$ cat src/verilog/i2c_slave_map.vh
// constants for the two-wire slave port: counts, phases, reset values
`ifndef I2C_SLAVE_MAP_VH
`define I2C_SLAVE_MAP_VH

// serial clock edges within one byte
`define LAST_DATA_BIT 4'h8
`define ACK_BIT 4'h9
`define FIRST_SHIFT_BIT 4'h1

// ten-bit address phases
`define PHASE_HIGH 2'h0
`define PHASE_LOW 2'h1
`define PHASE_DONE 2'h2

// reset values
`define CLOCK_RELEASE_RESET 1'b1
`define SLAVE_ADDRESS_RESET 8'h00
`define BUFFER_RESET 8'h00
`define PIN_IDLE_LEVEL 1'b1

// transmit queue shape
`define TX_FIFO_WIDTH 8
`define TX_FIFO_DEPTH 4

`endif

$ cat src/verilog/pin_sync.v
// three-stage input synchroniser with edge pulses
module pin_sync
(
    // clock and reset
    input wire mclk,
    input wire reset,
    // asynchronous pin
    input wire pin,
    // filtered level and edges
    output wire level,
    output wire rise,
    output wire fall
);

`include "i2c_slave_map.vh"

reg s1_reg;
reg s2_reg;
reg s3_reg;
reg level_reg;
reg rise_reg;
reg fall_reg;

assign level = level_reg;
assign rise = rise_reg;
assign fall = fall_reg;

always @(posedge mclk)
begin
    if (reset)
    begin
        s1_reg <= `PIN_IDLE_LEVEL;
        s2_reg <= `PIN_IDLE_LEVEL;
        s3_reg <= `PIN_IDLE_LEVEL;
        level_reg <= `PIN_IDLE_LEVEL;
        rise_reg <= 1'b0;
        fall_reg <= 1'b0;
    end
    else
    begin
        s1_reg <= pin;
        s2_reg <= s1_reg;
        s3_reg <= s2_reg;
        // a change counts once stages two and three agree
        rise_reg <= (s2_reg == s3_reg) && s3_reg && !level_reg;
        fall_reg <= (s2_reg == s3_reg) && !s3_reg && level_reg;
        if (s2_reg == s3_reg)
            level_reg <= s3_reg;
    end
end

endmodule

$ cat src/verilog/tx_fifo.v
// small first-in first-out queue with valid and ready on both sides
module tx_fifo
#(
    parameter WIDTH = 8,
    parameter DEPTH = 4
)
(
    // clock and reset
    input wire mclk,
    input wire reset,
    // fill side
    input wire in_valid,
    output wire in_ready,
    input wire [WIDTH-1:0] in_data,
    // drain side
    output wire out_valid,
    input wire out_ready,
    output wire [WIDTH-1:0] out_data
);

localparam AW = $clog2(DEPTH);
localparam [AW:0] FULL_COUNT = DEPTH;

reg [WIDTH-1:0] mem [0:DEPTH-1];
reg [AW-1:0] wr_ptr_reg;
reg [AW-1:0] rd_ptr_reg;
reg [AW:0] count_reg;
reg [AW:0] count_next;
reg in_ready_reg;
reg out_valid_reg;

wire push = in_valid && in_ready_reg;
wire pop = out_valid_reg && out_ready;

assign in_ready = in_ready_reg;
assign out_valid = out_valid_reg;
assign out_data = mem[rd_ptr_reg];

always @*
begin
    count_next = count_reg;
    if (push && !pop)
        count_next = count_reg + 1'b1;
    else if (pop && !push)
        count_next = count_reg - 1'b1;
end

always @(posedge mclk)
begin
    if (push)
        mem[wr_ptr_reg] <= in_data;
end

always @(posedge mclk)
begin
    if (reset)
    begin
        wr_ptr_reg <= {AW{1'b0}};
        rd_ptr_reg <= {AW{1'b0}};
        count_reg <= {(AW+1){1'b0}};
        in_ready_reg <= 1'b0;
        out_valid_reg <= 1'b0;
    end
    else
    begin
        if (push)
            wr_ptr_reg <= wr_ptr_reg + 1'b1;
        if (pop)
            rd_ptr_reg <= rd_ptr_reg + 1'b1;
        count_reg <= count_next;
        in_ready_reg <= (count_next != FULL_COUNT);
        out_valid_reg <= (count_next != {(AW+1){1'b0}});
    end
end

endmodule

$ cat src/verilog/i2c_slave.v
// two-wire slave port: address match, receive, transmit, clock stretching
//
// How it works
// - write-address match clears read flag, buffers address, acknowledges
// - address byte gets no acknowledge while buffer-full or overflow is set
// - interrupt flag set after each byte except a master-nacked one; only software clears it
// - receive with stretching enabled holds clock after a data byte still unread at ninth fall
// - read-address match sets read flag, buffers address, acks; holds clock only if the transmit queue is empty
// - transmit byte loads buffer and shift register together; release follows
// - transmit bits change on falling clock, stable while clock high
// - master nack latched at ninth rise resets slave logic and status
// - acknowledged transmit byte raises interrupt flag at ninth falling clock edge
// - receive with stretching enabled: buffer full at ninth fall clears release bit, holds clock
// - buffer read before ninth fall keeps release bit, no stretch
// - release bit may be set by software at any time
// - ten-bit address phase stretches while update flag set, address write releases
// - update flag set after high address byte and low write byte
// - buffer-full stretching only on data bytes, never address bytes
// - transmit: buffer empty at ninth fall clears release bit, holds clock
// - buffer loaded before ninth fall: no clear, no stretch
// - ten-bit transmit: update flag for two phases, then buffer-full rules
// - clock pulled low only after seen low; held until released
// - bits sampled on rising clock; address compared at eighth fall
module i2c_slave
(
    // clock and reset
    input wire mclk,
    input wire reset,
    // serial clock pin, open drain
    input wire scl_in,
    output wire scl_out,
    output wire scl_oe,
    // serial data pin, open drain
    input wire sda_in,
    output wire sda_out,
    output wire sda_oe,
    // configuration
    input wire ten_bit_mode,
    input wire stretch_enable_bit,
    // slave address register write
    input wire addr_wr,
    input wire [7:0] addr_wdata,
    // transmit bytes into the buffer
    input wire tx_valid,
    input wire [7:0] tx_data,
    output wire tx_ready,
    // received buffer and its read strobe
    input wire rx_read,
    output wire [7:0] serial_data_buffer,
    // status and software controls
    output wire buffer_full_flag,
    output wire receive_overflow_flag,
    input wire overflow_clear,
    output wire port_interrupt_flag,
    input wire interrupt_clear,
    output wire clock_release_bit,
    input wire clock_release_set,
    output wire address_update_flag,
    output wire read_write_flag
);

`include "i2c_slave_map.vh"

localparam ST_IDLE = 4'b0001;
localparam ST_ADDR = 4'b0010;
localparam ST_RX = 4'b0100;
localparam ST_TX = 4'b1000;

function addr_hit;
    input [7:0] shifted;
    input [7:0] addr;
    input whole;
    begin
        if (whole)
            addr_hit = (shifted == addr);
        else
            addr_hit = (shifted[7:1] == addr[7:1]);
    end
endfunction

reg [3:0] state_reg;
reg [3:0] cnt_reg;
reg [7:0] sr_reg;
reg [7:0] tx_sr_reg;
reg [7:0] buf_reg;
reg [7:0] addr_reg;
reg [1:0] phase_reg;
reg bf_reg;
reg ov_reg;
reg rw_reg;
reg ua_reg;
reg int_reg;
reg ckp_reg;
reg ack_reg;
reg drv_reg;
reg pending_reg;
reg addr_byte_reg;
reg ua_hold_reg;
reg scl_oe_reg;
reg sda_oe_reg;

wire scl_lvl;
wire scl_rise;
wire scl_fall;
wire sda_lvl;
wire sda_rise;
wire sda_fall;
wire fifo_valid;
wire [7:0] fifo_data;

wire start_seen = sda_fall && scl_lvl;
wire stop_seen = sda_rise && scl_lvl;
wire busy = (state_reg != ST_IDLE);
wire in_tx = (state_reg == ST_TX);
wire pop = fifo_valid && in_tx && !bf_reg;
wire refuse = bf_reg || ov_reg;
wire long_compare = ten_bit_mode && (phase_reg == `PHASE_LOW);
wire hit = addr_hit(sr_reg, addr_reg, long_compare);
wire hold_want = !ckp_reg || ua_hold_reg;

pin_sync scl_sync
(
    .mclk(mclk),
    .reset(reset),
    .pin(scl_in),
    .level(scl_lvl),
    .rise(scl_rise),
    .fall(scl_fall)
);

pin_sync sda_sync
(
    .mclk(mclk),
    .reset(reset),
    .pin(sda_in),
    .level(sda_lvl),
    .rise(sda_rise),
    .fall(sda_fall)
);

tx_fifo #(.WIDTH(`TX_FIFO_WIDTH), .DEPTH(`TX_FIFO_DEPTH)) tx_queue
(
    .mclk(mclk),
    .reset(reset),
    .in_valid(tx_valid),
    .in_ready(tx_ready),
    .in_data(tx_data),
    .out_valid(fifo_valid),
    .out_ready(pop),
    .out_data(fifo_data)
);

assign scl_out = 1'b0;
assign sda_out = 1'b0;
assign scl_oe = scl_oe_reg;
assign sda_oe = sda_oe_reg;
assign serial_data_buffer = buf_reg;
assign buffer_full_flag = bf_reg;
assign receive_overflow_flag = ov_reg;
assign port_interrupt_flag = int_reg;
assign clock_release_bit = ckp_reg;
assign address_update_flag = ua_reg;
assign read_write_flag = rw_reg;

always @(posedge mclk)
begin
    if (reset)
    begin
        state_reg <= ST_IDLE;
        cnt_reg <= 4'h0;
        sr_reg <= `BUFFER_RESET;
        tx_sr_reg <= `BUFFER_RESET;
        buf_reg <= `BUFFER_RESET;
        addr_reg <= `SLAVE_ADDRESS_RESET;
        phase_reg <= `PHASE_HIGH;
        bf_reg <= 1'b0;
        ov_reg <= 1'b0;
        rw_reg <= 1'b0;
        ua_reg <= 1'b0;
        int_reg <= 1'b0;
        ckp_reg <= `CLOCK_RELEASE_RESET;
        ack_reg <= 1'b0;
        drv_reg <= 1'b0;
        pending_reg <= 1'b0;
        addr_byte_reg <= 1'b0;
        ua_hold_reg <= 1'b0;
        scl_oe_reg <= 1'b0;
        sda_oe_reg <= 1'b0;
    end
    else
    begin
        // software clears first so that hardware sets win
        if (addr_wr)
        begin
            addr_reg <= addr_wdata;
            ua_reg <= 1'b0;
            ua_hold_reg <= 1'b0;
        end
        if (overflow_clear)
            ov_reg <= 1'b0;
        if (interrupt_clear)
            int_reg <= 1'b0;
        if (rx_read && !in_tx)
            bf_reg <= 1'b0;
        if (pop)
        begin
            tx_sr_reg <= fifo_data;
            buf_reg <= fifo_data;
            bf_reg <= 1'b1;
        end
        if (stop_seen)
        begin
            state_reg <= ST_IDLE;
            phase_reg <= `PHASE_HIGH;
            ack_reg <= 1'b0;
            drv_reg <= 1'b0;
            pending_reg <= 1'b0;
        end
        else if (start_seen)
        begin
            state_reg <= ST_ADDR;
            cnt_reg <= 4'h0;
            ack_reg <= 1'b0;
            drv_reg <= 1'b0;
            pending_reg <= 1'b0;
            if (phase_reg != `PHASE_DONE)
                phase_reg <= `PHASE_HIGH;
        end
        else if (scl_rise && busy)
        begin
            if (cnt_reg < `LAST_DATA_BIT)
                sr_reg <= {sr_reg[6:0], sda_lvl};
            cnt_reg <= cnt_reg + 4'h1;
            if (cnt_reg == `LAST_DATA_BIT && in_tx && sda_lvl)
            begin
                // master declined the byte
                state_reg <= ST_IDLE;
                rw_reg <= 1'b0;
                ua_reg <= 1'b0;
                bf_reg <= 1'b0;
                pending_reg <= 1'b0;
            end
        end
        else if (scl_fall && busy)
        begin
            if (cnt_reg == `LAST_DATA_BIT)
            begin
                addr_byte_reg <= (state_reg == ST_ADDR);
                drv_reg <= 1'b0;
                pending_reg <= 1'b1;
                if (state_reg == ST_ADDR)
                begin
                    if (!hit)
                    begin
                        state_reg <= ST_IDLE;
                        phase_reg <= `PHASE_HIGH;
                        pending_reg <= 1'b0;
                    end
                    else if (refuse)
                    begin
                        state_reg <= ST_IDLE;
                        int_reg <= 1'b1;
                        pending_reg <= 1'b0;
                    end
                    else
                    begin
                        buf_reg <= sr_reg;
                        rw_reg <= sr_reg[0];
                        ack_reg <= 1'b1;
                        bf_reg <= !sr_reg[0];
                        if (!ten_bit_mode)
                            state_reg <= sr_reg[0] ? ST_TX : ST_RX;
                        else if (phase_reg == `PHASE_LOW)
                        begin
                            // bit zero of the low byte is an address bit, not direction
                            rw_reg <= 1'b0;
                            bf_reg <= 1'b1;
                            ua_reg <= 1'b1;
                            phase_reg <= `PHASE_DONE;
                            state_reg <= ST_RX;
                        end
                        else if (phase_reg == `PHASE_DONE && sr_reg[0])
                            state_reg <= ST_TX;
                        else
                        begin
                            ua_reg <= 1'b1;
                            phase_reg <= `PHASE_LOW;
                        end
                    end
                end
                else if (in_tx)
                    bf_reg <= 1'b0;
                else if (refuse)
                    ov_reg <= ov_reg | bf_reg;
                else
                begin
                    buf_reg <= sr_reg;
                    bf_reg <= 1'b1;
                    ack_reg <= 1'b1;
                end
            end
            else if (cnt_reg == `ACK_BIT)
            begin
                cnt_reg <= 4'h0;
                ack_reg <= 1'b0;
                pending_reg <= 1'b0;
                drv_reg <= in_tx;
                if (pending_reg)
                    int_reg <= 1'b1;
                if (addr_byte_reg && ten_bit_mode && !in_tx)
                    ua_hold_reg <= ua_reg;
                if (addr_byte_reg && !in_tx)
                    ckp_reg <= ckp_reg;
                else if (in_tx && !bf_reg)
                    ckp_reg <= 1'b0;
                else if (!in_tx && stretch_enable_bit && bf_reg)
                    ckp_reg <= 1'b0;
            end
            else if (in_tx && cnt_reg >= `FIRST_SHIFT_BIT)
                tx_sr_reg <= {tx_sr_reg[6:0], 1'b0};
        end
        // software release wins over a same-cycle automatic clear
        if (clock_release_set)
            ckp_reg <= 1'b1;
        // only pull the clock once it is already low
        scl_oe_reg <= hold_want && (scl_oe_reg || !scl_lvl);
        sda_oe_reg <= ack_reg || (drv_reg && bf_reg && !tx_sr_reg[7]);
    end
end

endmodule

$ cat config.mk
export PLATFORM = sky130hd
export DESIGN_NAME = i2c_slave
export DESIGN_NICKNAME = d
export VERILOG_FILES = /design/src/verilog/pin_sync.v /design/src/verilog/tx_fifo.v /design/src/verilog/i2c_slave.v
export VERILOG_INCLUDE_DIRS = /design/src /design/src/verilog
export SDC_FILE = /design/constraint.sdc
export NUM_CORES = 1
export LEC_CHECK = 0
export BUFFER_PORTS_ARGS = -buffer_cell sky130_fd_sc_hd__buf_2
export CAP_MARGIN = 20
export CORE_ASPECT_RATIO = 1.25
export CORE_UTILIZATION = 50
export CTS_BUF_LIST = sky130_fd_sc_hd__clkbuf_8
export DETAILED_ROUTE_END_ITERATION = 8
export HOLD_SLACK_MARGIN = 0.15
export PLACE_DENSITY = 0.72
export SYNTH_ARGS = -nofsm -noshare
export SYNTH_HDL_FRONTEND = slang
export SYNTH_HIERARCHICAL = 1
export SYNTH_SLANG_ARGS = --single-unit
$ cat constraint.sdc
create_clock -name mclk -period 2.8 [get_ports mclk]
set_input_delay 0.14 -clock mclk [delete_from_list [all_inputs] [get_ports mclk]]
set_output_delay 0.14 -clock mclk [all_outputs]
set_load 0.02 [all_outputs]
==> results of run 1 <==
[report_power, final]
group | internal [mW] | total [mW] | leakage (nW) | switching, mW
clock | 0.381 | 0.920 | 0.100 | 0.539
sequential | 1.67 | 1.69 | 0.923 | 0.0245
combinational | 0.0999 | 0.229 | 1.29 | 0.129
total | 2.15 | 2.84 | 2.31 | 0.693
[cells in the mapped netlist, types with 3 or more instances]
master	instances	area [um^2]
nor2b_1	11	68.8
buf_6	4	45.0
nand3b_1	4	30.0
buf_2	3	15.0
nand2b_1	8	50.1
nor4b_1	3	26.3
xnor2_1	12	105
or2_1	5	31.3
inv_1	19	71.3
a211oi_1	5	37.5
nand4_1	9	56.3
a21oi_1	23	115
buf_1	5	18.8
nor2_1	46	173
and3_1	10	62.6
edfxtp_1	32	961
mux4_2	8	180
a311oi_2	7	105
dfxtp_1	78	1560
a31oi_1	5	31.3
clkbuf_1	12	45.0
nand3_1	18	90.1
ha_1	14	175
o31ai_1	10	75.1
nand2_1	30	113
xor2_1	4	35.0
mux2i_1	18	180
mux2_2	8	90.1
nor3_1	7	35.0
o21ai_0	11	55.1
o211ai_1	4	30.0
[per-layer routing]
layer | global-route usage (%) | vias to the layer above | wire length (um)
li1 | - | 1902 | -
met1 | 27.1 | 1899 | 4830
met2 | 40.5 | 122 | 5920
met3 | 3.90 | 35 | 527
met4 | 11.0 | 0 | 405
met5 | 0 | - | 0
[stage by stage]
| step | util, % | cell area, um^2 | setup WS [ns] | std cells | hold slack, ns |
|---|---|---|---|---|---|
| final | 60.2 | 5900 | 0.354 | 684 | 0.234 |
| after global placement | 55.9 | 5480 | 0.441 | 645 | 0.322 |
| after global routing | 60.2 | 5900 | 0.193 | 684 | 0.228 |
| after CTS | 60.2 | 5900 | 0.361 | 684 | 0.219 |
| after detailed placement | 55.9 | 5480 | 0.384 | 645 | 0.326 |
| after floorplan | - | 5130 | 0.193 | 486 | 0.216 |
[how the worst max path moves through the flow]
stage | endpoint | slack (ns) | cells past startpoint
after floorplan | tx_queue/in_ready | 0.19 | 9
after global placement | tx_queue/in_ready | 0.44 | 8
after detailed placement | tx_queue/in_ready | 0.38 | 8
after CTS | tx_queue/in_ready | 0.36 | 8
after global routing | tx_queue/in_ready | 0.19 | 8
final | tx_queue/in_ready | 0.35 | 8
[worst max-delay path: cells and delay by family, from the launching register on]
kind	cells	cell delay, ns
compound gates	2	0.30
buf+inv	1	0.16
simple gates	5	1.49
flops	1	0.40
[kinds of logic after synthesis]
family                     after synthesis  synth area share [%]
DFF                                    110                  49.2
and+or+nand+nor                        173                  18.5
AOI/OAI and AO/OA                       90                  13.0
buffers and inverters                   47                  4.25
muxes                                   34                  8.79
other                                    1                0.0732
xor gates and xnor gates                16                  2.73
adders and majority gates               14                  3.42
[area by class of cell]
class | count | area (um^2)
fill | 872 | 3910
tap | 126 | 158
sequential | 110 | 2520
timing repair buffer | 82 | 563
inverter | 21 | 78.8
clock inverter | 5 | 40.0
clock buffer | 11 | 151
multi-input combinational | 329 | 2390
[layout by cell type (no fill, tap or decap), types with 10 or more instances in the layout]
master,netlist,routed
edfxtp_1,32,32
inv_1,19,19
and3_1,10,10
buf_4,2,15
nand2_1,30,30
nand3_1,18,18
dlygate4sd3_1,0,23
mux2i_1,18,18
dfxtp_1,78,78
o31ai_1,10,10
xnor2_1,12,12
o21ai_0,11,11
a21oi_1,23,23
ha_1,14,14
clkbuf_8,0,11
buf_2,3,44
nor2_1,46,46
nor2b_1,11,11
[timing repair]
item,in CTS,in global routing
buffers inserted,0,0
endpoints found under the hold margin,47,0
hold buffers,23,0
==> impl_metrics.json, run 1 <==
{
  "slew_headroom_pct": 49.7,
  "design_power_total_mw": 2.84,
  "first_iter_violations": 201,
  "seq_area_frac_synth_pct": 49.2,
  "regMostFlops": "tx_queue/mem",
  "grt_pass1_vias": 3861,
  "routabilityCongestion": 0.916,
  "largest_register_ffs": 32,
  "antenna_cells": 0,
  "max_freq_mhz": 409,
  "yosysWarnings": 6,
  "start_kind": "register",
  "grt_pass1_wl_um": 18800,
  "finalSetupViolations": 0,
  "core_area_um2": 9810,
  "clock_path_buffers": 2,
  "synth_cell_types": 71,
  "whs_path_depth": 3,
  "p_leak_nw": 2.31,
  "finalClockSkew_ns": 0.00644,
  "synthCells": 485,
  "critical-path-max-stage-delay_ns": 0.57,
  "dr.pass1.iters": 5,
  "max_cap_viol_count": 0,
  "syn_avg_cell_area_um2": 10.6,
  "r2r_end": "tx_queue/in_ready",
  "rows": 40,
  "num_io_pins": 47,
  "holdPathEnd": "addr_reg[5]",
  "synth-edff-count": 32,
  "worstHoldStart": "addr_wr",
  "routedWlPerCell_um": 17.1,
  "crit_fanout": 9,
  "htree_num_levels": 3,
  "final_max_slew_viol_count": 0,
  "antenna_found_initial": 0,
  "endpoint_kind": "register",
  "insertion_delay_ns": 0.37,
  "path_cells": "or4b_1, nor2_1, nand2_1, inv_1, nand2_2, or3b_1, o221a_1, o21ba_1",
  "tightest_slew_ns": 0.754,
  "port_buffers": 44,
  "ant_nets": 0,
  "grt.overflow.total": 0,
  "drc": 0,
  "ir_worst_vdd_v": 0.000532,
  "status": "complete, no violations",
  "grt_usage_pct": 23.0,
  "rsz0062_at_grt": "no",
  "layout_min_cycle_time_ns": 2.45,
  "r2r_setup_slack_ns": 0.35,
  "hold_path.class": "in -> reg",
  "hold_viol": 0,
  "synth_top_flop_cell": "dfxtp_1",
  "final.setup.tns_ns": 0,
  "power.density_nw_per_um2": 482,
  "synthArstFlopShare_pct": 0,
  "nNetsFinal": 595,
  "layout-drive-gt1-share_pct": 19.9,
  "grt_max_degree": 42,
  "crit_slowest_cell": "or4b_1",
  "hpwl_um": 8380,
  "ys_ff_latch": 110,
  "r2r-start": "state_reg[1]",
  "wirelength_um": 11700,
  "cts-resized-gates": 0,
  "critPathKind": "reg -> reg",
  "die_area_um2": 10700,
  "syn-cell-area_um2": 5120,
  "worstPathRequired_ns": 3.07,
  "cts_buffers": 9,
  "fin_crit_sh_pct": 87.3,
  "area_growth_pct": 15.2,
  "clk_pin_slew_ns": 0.10,
  "die_y_um": 115,
  "worst_r2r_path_depth": 8,
  "cp.arrival_ns": 2.71,
  "numClockSinks": 110,
  "cts_tree": "yes",
  "cts-root-buf": "clkbuf_8",
  "vias_per_cell": 5.79,
  "die_x_um": 92.5,
  "dr_total_vias": 3958,
  "crit_path_start": "state_reg[1]",
  "start_util_pct": 52.2
}
Power figures use the tool's default switching activity.
==> run 2: changes to the inputs <==
--- a/config.mk
+++ b/config.mk
@@ -6,12 +6,14 @@
 export SDC_FILE = /design/constraint.sdc
 export NUM_CORES = 1
 export LEC_CHECK = 0
+export ABC_AREA = 1
 export BUFFER_PORTS_ARGS = -buffer_cell sky130_fd_sc_hd__buf_2
 export CAP_MARGIN = 20
 export CORE_ASPECT_RATIO = 1.25
 export CORE_UTILIZATION = 50
 export CTS_BUF_LIST = sky130_fd_sc_hd__clkbuf_8
 export DETAILED_ROUTE_END_ITERATION = 8
+export GPL_TIMING_DRIVEN = 0
 export HOLD_SLACK_MARGIN = 0.15
 export PLACE_DENSITY = 0.72
 export SYNTH_ARGS = -nofsm -noshare
==> run 2 against run 1 <==
Compared with the run above: sequential cell count unchanged; maximum frequency grew 22%; highest routed layer unchanged; total power increased by 9.3%; combinational power up 31%; register-to-register slack better by 0.52 ns; first-iteration DRC count down 4.5%; final area grew 2.5%; via count increased by 8.7%; synthesized area rose by 0.90%.
==> impl_metrics.json, run 2 <==
{
  "rows": 41,
  "wirelength_um": 11300,
  "routabilityCongestion": 0.924,
  "whs_ns": 0.200,
  "final.setup.tns_ns": 0,
  "status": "complete, no violations",
  "power.density_nw_per_um2": 514,
  "rsz0062_at_grt": "no",
  "crit_fanout": 14,
  "cp.arrival_ns": 2.34,
  "worstPathRequired_ns": 3.13,
  "cts-resized-gates": 0,
  "finalSetupViolations": 0,
  "start_util_pct": 51.4,
  "worst_r2r_path_depth": 11,
  "die_x_um": 93.0,
  "slew_headroom_pct": 48.0,
  "synthTopCellsByCount": "111 x nand2_1, 78 x dfxtp_1, 77 x inv_1",
  "switching_share_pct": 24.3,
  "synth-compound-area-share_pct": 13.9,
  "synth_top_family_by_area": "simple AND/OR/NAND/NOR gates",
  "yosys.area_share.adder_pct": 3.39,
  "p_leak_nw": 2.65,
  "drc": 0,
  "antenna_cells": 0,
  "layout_setup_ws_ns": 0.792,
  "r2r_setup_slack_ns": 0.87,
  "sequentialPowerShare_pct": 55.7,
  "dp_slack_ns": 0.901,
  "clock_path_buffers": 2,
  "max_freq_mhz": 498,
  "ys_ff_latch": 110,
  "hold_path.class": "in -> reg",
  "htree_num_levels": 3,
  "synth_top_area_share_pct": 30.2,
  "ant_nets": 0,
  "postCtsHoldBufs": 27,
  "yosysWarnings": 6,
  "synthSimpleGateAreaFrac_pct": 24.0,
  "numClockSinks": 110,
  "r2r-start": "state_reg[3]",
  "dr.pass1.iters": 4,
  "dr_total_vias": 4301,
  "nNetsFinal": 749,
  "layout-drive-gt1-share_pct": 16.6,
  "switchingPower_uw": 754,
  "hold_viol": 0,
  "r2r_end": "tx_queue/out_valid",
  "area_growth_pct": 17.0,
  "worstHoldStart": "stretch_enable_bit",
  "internal_power_mw": 2.35,
  "insertion_delay_ns": 0.38,
  "synth_top_cell_by_area": "dfxtp_1",
  "die_y_um": 116,
  "synth_cell_types": 45,
  "synthMuxAreaShare_pct": 0,
  "design_power_total_mw": 3.11,
  "endpoint_kind": "register",
  "antenna_found_initial": 0,
  "grt.overflow.total": 0,
  "p_comb_share_pct": 9.6,
  "synthArstFlopShare_pct": 0,
  "critPathKind": "in -> reg",
  "synth_most_common_cell": "nand2_1",
  "hpwl_um": 8220,
  "layout_min_cycle_time_ns": 2.01,
  "finalClockSkew_ns": 0.00931,
  "synthCells": 624,
  "port_buffers": 44,
  "core_area_um2": 10100,
  "max_cap_viol_count": 0,
  "grt_pass1_vias": 4150,
  "whs_path_depth": 5,
  "fin_crit_sh_pct": 71.7,
  "cts_tree": "yes",
  "clk_pin_slew_ns": 0.10,
  "vias_per_cell": 5.11,
  "clkPwrFrac_pct": 34.7,
  "holdPathEnd": "clock_release_bit",
  "largest_register_ffs": 32,
  "start_kind": "input pin",
  "syn_avg_cell_area_um2": 8.29,
  "first_iter_violations": 192,
  "grt_usage_pct": 22.4,
  "ys_top_cells_by_area": "dfxtp_1 30%, edfxtp_1 19%, nand2_1 8.1%, inv_1 5.6%, o21ai_0 5.5%",
  "ir_worst_vdd_v": 0.000298,
  "final_common_cell": "nand2_1",
  "regMostFlops": "tx_queue/mem",
  "seq_area_frac_synth_pct": 48.8,
  "cts-root-buf": "clkbuf_8",
  "synth-edff-count": 32,
  "synth_top_flop_cell": "dfxtp_1",
  "die_area_um2": 10800,
  "tightest_slew_ns": 0.777,
  "num_io_pins": 47,
  "syn-cell-area_um2": 5170,
  "routedWlPerCell_um": 13.5,
  "final_max_slew_viol_count": 0,
  "post-cts-setup-buffers": 0,
  "final_cell_mix": "111 x nand2_1, 79 x inv_1, 78 x dfxtp_1",
  "synth_xor_area_share_pct": 1.19,
  "grt_pass1_wl_um": 18800,
  "cts_buffers": 9,
  "grt_max_degree": 19
}
==> run 2: cell types whose count changed after synthesis, sizes merged, moves of 10 or more <==
cell / before / now
o21ai: 11 / 68
a21oi: 24 / 38
inv: 21 / 90
nor2: 46 / 71
nor2b: 11 / 0
mux2i: 18 / 0
nand2: 32 / 123
nand3: 18 / 37
o31ai: 10 / 0
and3: 10 / 0
==> run 2: logic make-up after synthesis <==
| logic type | Yosys count |
|---|---|
| AO/OA/AOI/OAI | 129 |
| AND/OR/NAND/NOR | 258 |
| XOR/XNOR | 7 |
| adder cells (fa/ha/maj) | 14 |
| other | 1 |
| buffers and inverters | 105 |
| flip-flops | 110 |
==> run 2: final cells by class <==
type	instances	area [um^2]
clock buffer	10	138
multi-input combinational	410	2200
sequential	110	2520
inverter	90	338
tap	129	161
buffer	15	110
fill	937	4000
timing repair buffer	71	490
clock inverter	6	87.6
==> run 2: power groups by stage <==
stage	logic (mW)	registers (mW)	clock network (mW)
final	0.299	1.73	1.08
after CTS	0.300	1.73	1.10
after global placement	0.256	1.77	0
after detailed placement	0.269	1.77	0
after global routing	0.338	1.74	1.16
after floorplan	0.184	1.77	0
==> run 2: how the worst max path moves through the flow <==
stage | end | startpoint | slack, ns | depth (start not counted)
after CTS | addr_reg[1] | reset | 0.84 | 7
after detailed placement | tx_queue/out_valid | state_reg[1] | 0.90 | 12
after global routing | addr_reg[1] | reset | 0.68 | 7
after global placement | tx_queue/out_valid | state_reg[3] | 0.92 | 11
final | addr_reg[1] | reset | 0.79 | 7
after floorplan | ua_hold_reg | cnt_reg[0] | 1.16 | 10
==> run 2: metal layers <==
layer  up-vias  global-route usage [%]  wire (um)
met5         -                       0          0
met4         0                    11.7        323
met3        21                    2.36        331
met2        83                    40.7       5780
met1      1986                    26.0       4910
li1       2211                       -          -
==> run 2: worst max-delay path: stages <==
cell and delay, ns:
dlygate4sd3_1 0.53, buf_2 0.23, inv_1 0.24, buf_1 0.38, o21ai_0 0.15, nor2_1 0.12, dlygate4sd3_1 0.56
==> run 2: stage by stage <==
stage / std cells / utilization (%) / cell area, um^2
2_1_floorplan: 625 / - / 5170
3_3_place_gp: 798 / 55.3 / 5560
3_5_place_dp: 798 / 55.3 / 5560
4_1_cts: 841 / 60.2 / 6050
5_1_grt: 841 / 60.2 / 6050
6_report: 841 / 60.2 / 6050
